===== config.mk =====
export PLATFORM = sky130hd
export DESIGN_NAME = dual_pll_clock_select
export DESIGN_NICKNAME = d
export VERILOG_FILES = /design/src/inc/clk_sel_pkg.sv /design/src/design/dual_pll_clock_select.sv
export VERILOG_INCLUDE_DIRS = /design/src /design/src/inc
export SDC_FILE = /design/constraint.sdc
export NUM_CORES = 1
export LEC_CHECK = 0
export BUFFER_PORTS_ARGS = -buffer_cell sky130_fd_sc_hd__buf_2
export CAP_MARGIN = 20
export CORE_MARGIN = 1
export CORE_UTILIZATION = 35
export DETAILED_ROUTE_END_ITERATION = 8
export HOLD_SLACK_MARGIN = 0.02
export PLACE_DENSITY_LB_ADDON = 0.3
export REMOVE_ABC_BUFFERS = 1
export SLEW_MARGIN = 10
export SYNTH_ARGS = -nofsm -noshare
export SYNTH_HDL_FRONTEND = slang
export SYNTH_SLANG_ARGS = --single-unit

===== constraint.sdc =====
create_clock -name MCLK -period 4.15 [get_ports MCLK]
set_clock_uncertainty 0.15 [all_clocks]
set_input_delay 0.2075 -clock MCLK [delete_from_list [all_inputs] [get_ports MCLK]]
set_output_delay 0.2075 -clock MCLK [all_outputs]
set_load 0.005 [all_outputs]

===== src/inc/clk_sel_map.svh =====
`ifndef CLK_SEL_MAP_SVH
`define CLK_SEL_MAP_SVH
// Ratio code boundaries
`define CODE_OFF_A     5'h00
`define CODE_OFF_B     5'h01
`define CODE_BYP_A     5'h02
`define CODE_BYP_B     5'h03
`define CODE_HALF_LO   5'h04
`define CODE_HALF_HI   5'h14
`define CODE_INT_HI    5'h1e
`define CODE_OFF_C     5'h1f
// Range codes
`define RANGE_HIGH     2'h0
`define RANGE_LOW      2'h2
// Reset values of writable configuration
`define RST_RATIO      5'h00
`define RST_RANGE      2'h0
// Changeover bound in bus cycles
`define SWITCH_CYCLES  2'h3
`endif


===== src/inc/clk_sel_pkg.sv =====
package clk_sel_pkg;
  typedef enum logic [1:0]
  {
    MODE_OFF    = 2'b00,
    MODE_BYPASS = 2'b01,
    MODE_MULT   = 2'b10
  } mode_type;
  typedef enum logic [1:0]
  {
    RNG_HIGH     = 2'b00,
    RNG_LOW      = 2'b01,
    RNG_RESERVED = 2'b10
  } range_type;
  // Decoded loop setting; mult_x2 is twice the multiplier
  typedef struct packed
  {
    mode_type  mode;
    range_type range;
    logic [5:0] mult_x2;
    logic       half_step;
  } loop_cfg_type;
endpackage


===== src/design/dual_pll_clock_select.sv =====
// Overview of operation
// - Range 00 is 600 MHz and up, 10 below; others reserved.
// - Core clock equals bus clock times the decoded ratio.
// - Codes 4..20 give 2x..10x halves; 21..30 give 11x..20x.
// - Codes 0, 1 and 31 turn the loop off, no clocking.
// - Codes 2 and 3 bypass the loop, core from bus, 1:1.
// - Hard reset clears writable bits: primary from pins, secondary off.
// - Changeover done within three bus cycles; status shows active loop.
// - Primary is off when its field is 0 and internal bit set.
// - Pin ratio and range values are readable as read-only bits.
`timescale 1ns/1ps
`default_nettype none
`include "clk_sel_map.svh"
module dual_pll_clock_select
#(
  parameter int LOCK_CYCLES = 100
)
(
  // Clock and reset
  input  wire logic                   MCLK,
  input  wire logic                   ARST_N,
  // Strap pins for the primary loop
  input  wire logic [4:0]             RATIO_PINS,
  input  wire logic [1:0]             FREQ_RANGE_PINS,
  // Configuration write strobe and values
  input  wire logic                   CFG_WE,
  input  wire logic                   CORE_SOURCE_SELECT,
  input  wire logic                   PRIMARY_LOOP_INTERNAL_CTL,
  input  wire logic [4:0]             PRIMARY_LOOP_RATIO_FIELD,
  input  wire logic [1:0]             PRIMARY_LOOP_RANGE_FIELD,
  input  wire logic [4:0]             SECONDARY_LOOP_RATIO_FIELD,
  input  wire logic [1:0]             SECONDARY_LOOP_RANGE_FIELD,
  input  wire logic                   ERR_CLEAR,
  // Status
  output logic [4:0]                  RATIO_PINS_RD,
  output logic [1:0]                  FREQ_RANGE_PINS_RD,
  output logic                        CORE_SOURCE_STATUS,
  output clk_sel_pkg::loop_cfg_type   ACTIVE_CFG,
  output logic                        CORE_CLOCK_ENABLE,
  output logic                        BUS_RATIO_ONE_TO_ONE,
  output logic                        PRIMARY_LOCKED,
  output logic                        SECONDARY_LOCKED,
  output logic                        SELECT_ERROR
);
  import clk_sel_pkg::*;

  logic         sel_r;
  logic         pi_r;
  logic [4:0]   prim_ratio_r;
  logic [1:0]   prim_range_r;
  logic [4:0]   sec_ratio_r;
  logic [1:0]   sec_range_r;
  logic [1:0]   sw_cnt_r;
  logic         status_r;
  loop_cfg_type act_r;
  logic         err_r;
  logic [31:0]  lock0_r;
  logic [31:0]  lock1_r;
  logic [4:0]   code0;
  logic [1:0]   rng0;
  loop_cfg_type cfg0;
  loop_cfg_type cfg1;
  logic         bad_sel;

  // Decode one ratio and range code
  function automatic loop_cfg_type decode(input logic [4:0] c,
                                          input logic [1:0] r);
    loop_cfg_type d;
    d = '0;
    unique case (r)
      `RANGE_HIGH: d.range = RNG_HIGH;
      `RANGE_LOW:  d.range = RNG_LOW;
      default:     d.range = RNG_RESERVED;
    endcase
    if (c == `CODE_OFF_A || c == `CODE_OFF_B || c == `CODE_OFF_C)
      d.mode = MODE_OFF;
    else if (c == `CODE_BYP_A || c == `CODE_BYP_B)
    begin
      d.mode    = MODE_BYPASS;
      d.mult_x2 = 6'h02;
    end
    else if (c <= `CODE_HALF_HI)
    begin
      d.mode      = MODE_MULT;
      d.mult_x2   = {1'b0, c};
      d.half_step = c[0];
    end
    else
    begin
      d.mode    = MODE_MULT;
      d.mult_x2 = 6'(({1'b0, c} - 6'h0a) << 1);
    end
    return d;
  endfunction

  // Primary loop from pins unless internal control is set
  assign code0 = pi_r ? prim_ratio_r : RATIO_PINS;
  assign rng0  = pi_r ? prim_range_r : FREQ_RANGE_PINS;
  assign cfg0  = decode(code0, rng0);
  assign cfg1  = decode(sec_ratio_r, sec_range_r);

  // Configuration bits, cleared at hard reset
  always_ff @(posedge MCLK or negedge ARST_N)
  begin
    if (!ARST_N)
    begin
      sel_r <= 1'b0;
      pi_r  <= 1'b0;
      prim_ratio_r <= `RST_RATIO;
      prim_range_r <= `RST_RANGE;
      sec_ratio_r  <= `RST_RATIO;
      sec_range_r  <= `RST_RANGE;
    end
    else if (CFG_WE)
    begin
      sel_r <= CORE_SOURCE_SELECT;
      pi_r  <= PRIMARY_LOOP_INTERNAL_CTL;
      prim_ratio_r <= PRIMARY_LOOP_RATIO_FIELD;
      prim_range_r <= PRIMARY_LOOP_RANGE_FIELD;
      sec_ratio_r  <= SECONDARY_LOOP_RATIO_FIELD;
      sec_range_r  <= SECONDARY_LOOP_RANGE_FIELD;
    end
  end

  // Lock counters restart whenever a configuration write changes a loop setting
  always_ff @(posedge MCLK or negedge ARST_N)
  begin
    if (!ARST_N)
    begin
      lock0_r <= '0;
      lock1_r <= '0;
    end
    else
    begin
      if (CFG_WE && (decode(PRIMARY_LOOP_INTERNAL_CTL
                            ? PRIMARY_LOOP_RATIO_FIELD : RATIO_PINS,
                            PRIMARY_LOOP_INTERNAL_CTL
                            ? PRIMARY_LOOP_RANGE_FIELD
                            : FREQ_RANGE_PINS) != cfg0))
        lock0_r <= '0;
      else if (cfg0.mode == MODE_MULT && lock0_r < 32'(LOCK_CYCLES))
        lock0_r <= lock0_r + 32'h1;
      if (CFG_WE && (SECONDARY_LOOP_RATIO_FIELD != sec_ratio_r
                     || SECONDARY_LOOP_RANGE_FIELD != sec_range_r))
        lock1_r <= '0;
      else if (cfg1.mode == MODE_MULT && lock1_r < 32'(LOCK_CYCLES))
        lock1_r <= lock1_r + 32'h1;
    end
  end

  assign PRIMARY_LOCKED   = (cfg0.mode == MODE_BYPASS)
                            || (lock0_r >= 32'(LOCK_CYCLES));
  assign SECONDARY_LOCKED = (cfg1.mode == MODE_BYPASS)
                            || (lock1_r >= 32'(LOCK_CYCLES));

  // Selection would break a restriction
  always_comb
  begin
    bad_sel = 1'b0;
    if (CFG_WE && CORE_SOURCE_SELECT != sel_r)
    begin
      if (CORE_SOURCE_SELECT)
        bad_sel = (cfg1.mode == MODE_OFF) || !SECONDARY_LOCKED;
      else
        bad_sel = (cfg0.mode == MODE_OFF) || !PRIMARY_LOCKED;
      if (cfg0.half_step && cfg1.half_step)
        bad_sel = 1'b1;
    end
  end

  // Sticky error; a new event wins over the clear
  always_ff @(posedge MCLK or negedge ARST_N)
  begin
    if (!ARST_N)
      err_r <= 1'b0;
    else if (bad_sel)
      err_r <= 1'b1;
    else if (ERR_CLEAR)
      err_r <= 1'b0;
  end

  // Changeover completes on the third cycle after the select changes
  always_ff @(posedge MCLK or negedge ARST_N)
  begin
    if (!ARST_N)
    begin
      sw_cnt_r <= 2'h0;
      status_r <= 1'b0;
    end
    else if (status_r == sel_r)
      sw_cnt_r <= 2'h0;
    else if (sw_cnt_r == `SWITCH_CYCLES - 2'h1)
    begin
      status_r <= sel_r;
      sw_cnt_r <= 2'h0;
    end
    else
      sw_cnt_r <= sw_cnt_r + 2'h1;
  end

  // Registered view of the active loop
  always_ff @(posedge MCLK or negedge ARST_N)
  begin
    if (!ARST_N)
      act_r <= '0;
    else
      act_r <= status_r ? cfg1 : cfg0;
  end

  assign RATIO_PINS_RD        = RATIO_PINS;
  assign FREQ_RANGE_PINS_RD   = FREQ_RANGE_PINS;
  assign CORE_SOURCE_STATUS   = status_r;
  assign ACTIVE_CFG           = act_r;
  assign CORE_CLOCK_ENABLE    = act_r.mode != MODE_OFF;
  assign BUS_RATIO_ONE_TO_ONE = act_r.mode == MODE_BYPASS;
  assign SELECT_ERROR         = err_r;

  switch_bound_a: assert property (@(posedge MCLK) disable iff (!ARST_N)
    $changed(sel_r) |-> ##[1:3] (status_r == sel_r))
    else $error("changeover took more than three cycles");
  err_sticky_a: assert property (@(posedge MCLK) disable iff (!ARST_N)
    bad_sel |=> err_r)
    else $error("error flag not raised");
  off_noclk_a: assert property (@(posedge MCLK) disable iff (!ARST_N)
    ((status_r ? cfg1.mode : cfg0.mode) == MODE_OFF) |=> !CORE_CLOCK_ENABLE)
    else $error("clock enabled while off");
  bypass_ratio_a: assert property (@(posedge MCLK) disable iff (!ARST_N)
    BUS_RATIO_ONE_TO_ONE |-> act_r.mult_x2 == 6'h02)
    else $error("bypass not one to one");
  pin_status_a: assert property (@(posedge MCLK) disable iff (!ARST_N)
    RATIO_PINS_RD == RATIO_PINS && FREQ_RANGE_PINS_RD == FREQ_RANGE_PINS)
    else $error("pin readback wrong");
  primary_off_a: assert property (@(posedge MCLK) disable iff (!ARST_N)
    (pi_r && prim_ratio_r == 5'h00) |-> cfg0.mode == MODE_OFF)
    else $error("primary not off");
  range_low_a: assert property (@(posedge MCLK) disable iff (!ARST_N)
    (sec_range_r == 2'h2) |-> cfg1.range == RNG_LOW)
    else $error("range decode wrong");
  int_mult_a: assert property (@(posedge MCLK) disable iff (!ARST_N)
    (sec_ratio_r == 5'h1e) |-> cfg1.mult_x2 == 6'h28)
    else $error("20x decode wrong");
endmodule
`default_nettype wire


==> reports/metrics.yaml <==
status: "complete, no violations"
reg2reg_from: "pi_r"
place.detailed.hpwl_um: 7042
worstPathArrival_ns: 3.41
synthArstFlopShare_pct: 100.0
yosys-top-cells-area: "dfrtp_1 (49%), and2_1 (6.2%), mux2_2 (4.5%)"
syn_area_um2: 4780
yosysTopAreaCell: "dfrtp_1"
drt_first_pass_iters: 4
finalWorstSetupSlack_ns: 0.8675
numPortBuffers: 50
grt_pass1_wl_um: 17060
cp-start-kind: "register"
drc: 0
viasPerCell: 5.096
drt_iter0_markers: 247
dp.cells: 659
finalSetupViolCount: 0
fin_crit_ns: 3.283
critPathKind: "reg -> reg"
synth-seq-cells: 94
fp-row-count: 42
slew_violations: 0
nets: 544
synth-main-ff-cell: "dfrtp_1"
r2r_end: "lock0_r[6]"
yosysTopAreaCellShare_pct: 49.21
ys_warn_count: 0
die-area_um2: 14130
fin_setup_tns_ns: 0
syn2layout_area_growth_pct: 17.23
grt_start_max_net_pins: 53
yosysMostFrequentCell: "dfrtp_1"
hold_class: "in -> reg"
seqCellArea_um2: 2352
vias: 3521
fill_cells: 1253
hold_viol: 0
fp.dieH_um: 118.9
critPathCaptureType: "register"
instances_no_fill: 691
netSwitchingFraction_pct: 28.46
multi_input_comb_area_um2: 2217
p_int_w: 0.001708
rsz0062_at_grt: "no"
slew_headroom_pct: 46.89
worstHoldStart: "CORE_SOURCE_SELECT"
cts_max_level: 3
wl_met2_um: 4638
r2r_cells: 9
syn_area_per_cell_um2: 10.50
clk_pin_slew_ns: 0.07
postRouteAntennaNets: 0
synth.distinct_cells: 60
synth_edf_count: 0
die_w_um: 118.9
drive_above_1_share_pct: 19.81
diodes: 0
p_leak_nw: 2.556
cts_tree: "yes"
finalCritPeriodShare_pct: 79.10
synth_seq_area_share_pct: 49.21
cts_max_path_buffers: 2
grtUsageTotal_pct: 15.36
p_clk_share_pct: 36.1
highest_layer: "met4"
grt_pass1_vias: 3571
grt-ovfl-total: 0
cts_made_buffers: 9
cts_resized: 0
fmax_mhz: 304.6
routedLengthMet1_um: 4685
insertion_delay_ns: 0.35
wl_met3_um: 332
p_switching_w: 0.0006797
hold_depth: 2
fp.coreArea_um2: 13300
cp.required_ns: 4.28
dp_slack_ns: 0.9349
synth.top_cells.by_count: "dfrtp_1 (94), and2_1 (47), nor2_1 (32)"
final_area_um2: 5603
rrSetupSlack_ns: 0.87
hold_end: "sel_r"
power_frac_comb_pct: 18.5
netlist_instances: 455
tightest_slew_ns: 0.7745
root_buffer: "clkbuf_16"
place_area_um2: 5125
clock_sinks: 94
start_util_pct: 35.95
seq_power_share_pct: 45.4
wl_um: 9974
maxCapViolCount: 0
powerDensity_nw_per_um2: 426.2
ir_drop_mv: 0.2036
antenna_found_initial: 0
crit_fanout: 32
wl_per_cell_um: 14.43
globalplace.congestion: 0.8903
ios: 51
[worst max path at each step]
stage | start | endpoint | depth (start not counted)
3_3_place_gp | pi_r | lock0_r[2] | 9
5_1_grt | pi_r | lock0_r[6] | 9
4_1_cts | pi_r | lock0_r[6] | 9
6_report | pi_r | lock0_r[6] | 9
2_1_floorplan | pi_r | lock0_r[0] | 8
3_5_place_dp | pi_r | lock0_r[7] | 9
[routing by layer]
layer,GRT usage [%],vias to the layer above
met3,2.826,19
li1,-,1727
met4,8.703,0
met2,24.34,73
met1,19.77,1702
met5,0,-
[cells in the final DEF, fill, tap and decap left out, types with 4 or more instances in the layout]
cell	Yosys	final
nand2_1	23	23
xor2_1	9	9
and3_1	6	6
dlygate4sd3_1	0	16
nand4_1	15	15
nand3_1	13	13
a21oi_1	12	12
buf_4	10	4
inv_1	14	14
mux2i_1	7	7
o22ai_1	4	4
dfrtp_1	94	94
nor2_1	32	32
o21ai_0	21	21
xnor2_1	19	19
o211ai_1	8	8
mux2_2	19	19
and2_1	47	47
nor3_1	8	8
clkbuf_16	0	9
nor4_1	10	10
nand2b_1	4	4
ha_1	7	7
buf_2	3	49
o21a_1	6	6
[worst max-delay path: stages, from the launching register on]
cell and delay (ns):
dfrtp_1 0.74, mux2_2 0.47, inv_2 0.13, nand4_1 0.26, nor3_1 0.24, o21ai_0 0.13, a311o_1 0.42, o41ai_4 0.20
buf_4 0.30, and2_1 0.17
[cells by family (layout without fill, tap and decap cells)]
group	after synthesis	after routing	synth area share, %
and+or+nand+nor	171	171	19.19
DFF	94	94	49.21
AOI/OAI and AO/OA	81	81	12.07
buffers and inverters	41	101	4.555
muxes	31	31	7.566
xor gates and xnor gates	28	28	5.131
adders and majority gates	9	9	2.277
[metrics by stage]
| step | hold slack [ns] | util [%] | power, W |
|---|---|---|---|
| finish | 0.04223 | 42.14 | 0.002388 |
| global route | 0.03138 | 42.14 | 0.002527 |
| CTS | 0.02510 | 42.14 | 0.002420 |
| detailed placement | 0.1466 | 38.55 | 0.001536 |
| global placement | 0.1447 | 38.55 | 0.001525 |
| floorplan | -0.2381 | - | 0.001352 |
[power by group through the flow]
| stage | registers [W] | clock network, W | logic (W) |
|---|---|---|---|
| 6_report | 0.00108 | 0.000861 | 0.000442 |
| 5_1_grt | 0.00110 | 0.000932 | 0.000497 |
| 4_1_cts | 0.00108 | 0.000888 | 0.000448 |
| 3_5_place_dp | 0.00110 | 0 | 0.000434 |
| 3_3_place_gp | 0.00110 | 0 | 0.000427 |
| 2_1_floorplan | 0.00109 | 0 | 0.000264 |
[final cells by class]
| type | count | share of cell area (%) |
|---|---|---|
| flip-flops and latches | 94 | 41.98 |
| well taps | 176 | 3.930 |
| clock buffers | 11 | 4.511 |
| clock inverters | 5 | 1.161 |
| multi-input cells | 320 | 39.57 |
| inverters | 16 | 1.072 |
| repair buffers | 69 | 7.771 |
[registers in the layout, summed over array words and instances (netlist names)]
register            cells
sec_ratio_r             5
prim_range_r            2
sw_cnt_r                2
sel_r                   1
CORE_SOURCE_STATUS      1
lock0_r                32
lock1_r                32
ACTIVE_CFG             10
sec_range_r             2
SELECT_ERROR            1
pi_r                    1
prim_ratio_r            5
[repair_timing]
action	in CTS	in global routing
hold endpoints to repair	66	0
buffers inserted	0	0
hold buffers	16	0
No activity file was read; power rests on OpenSTA's default activity.
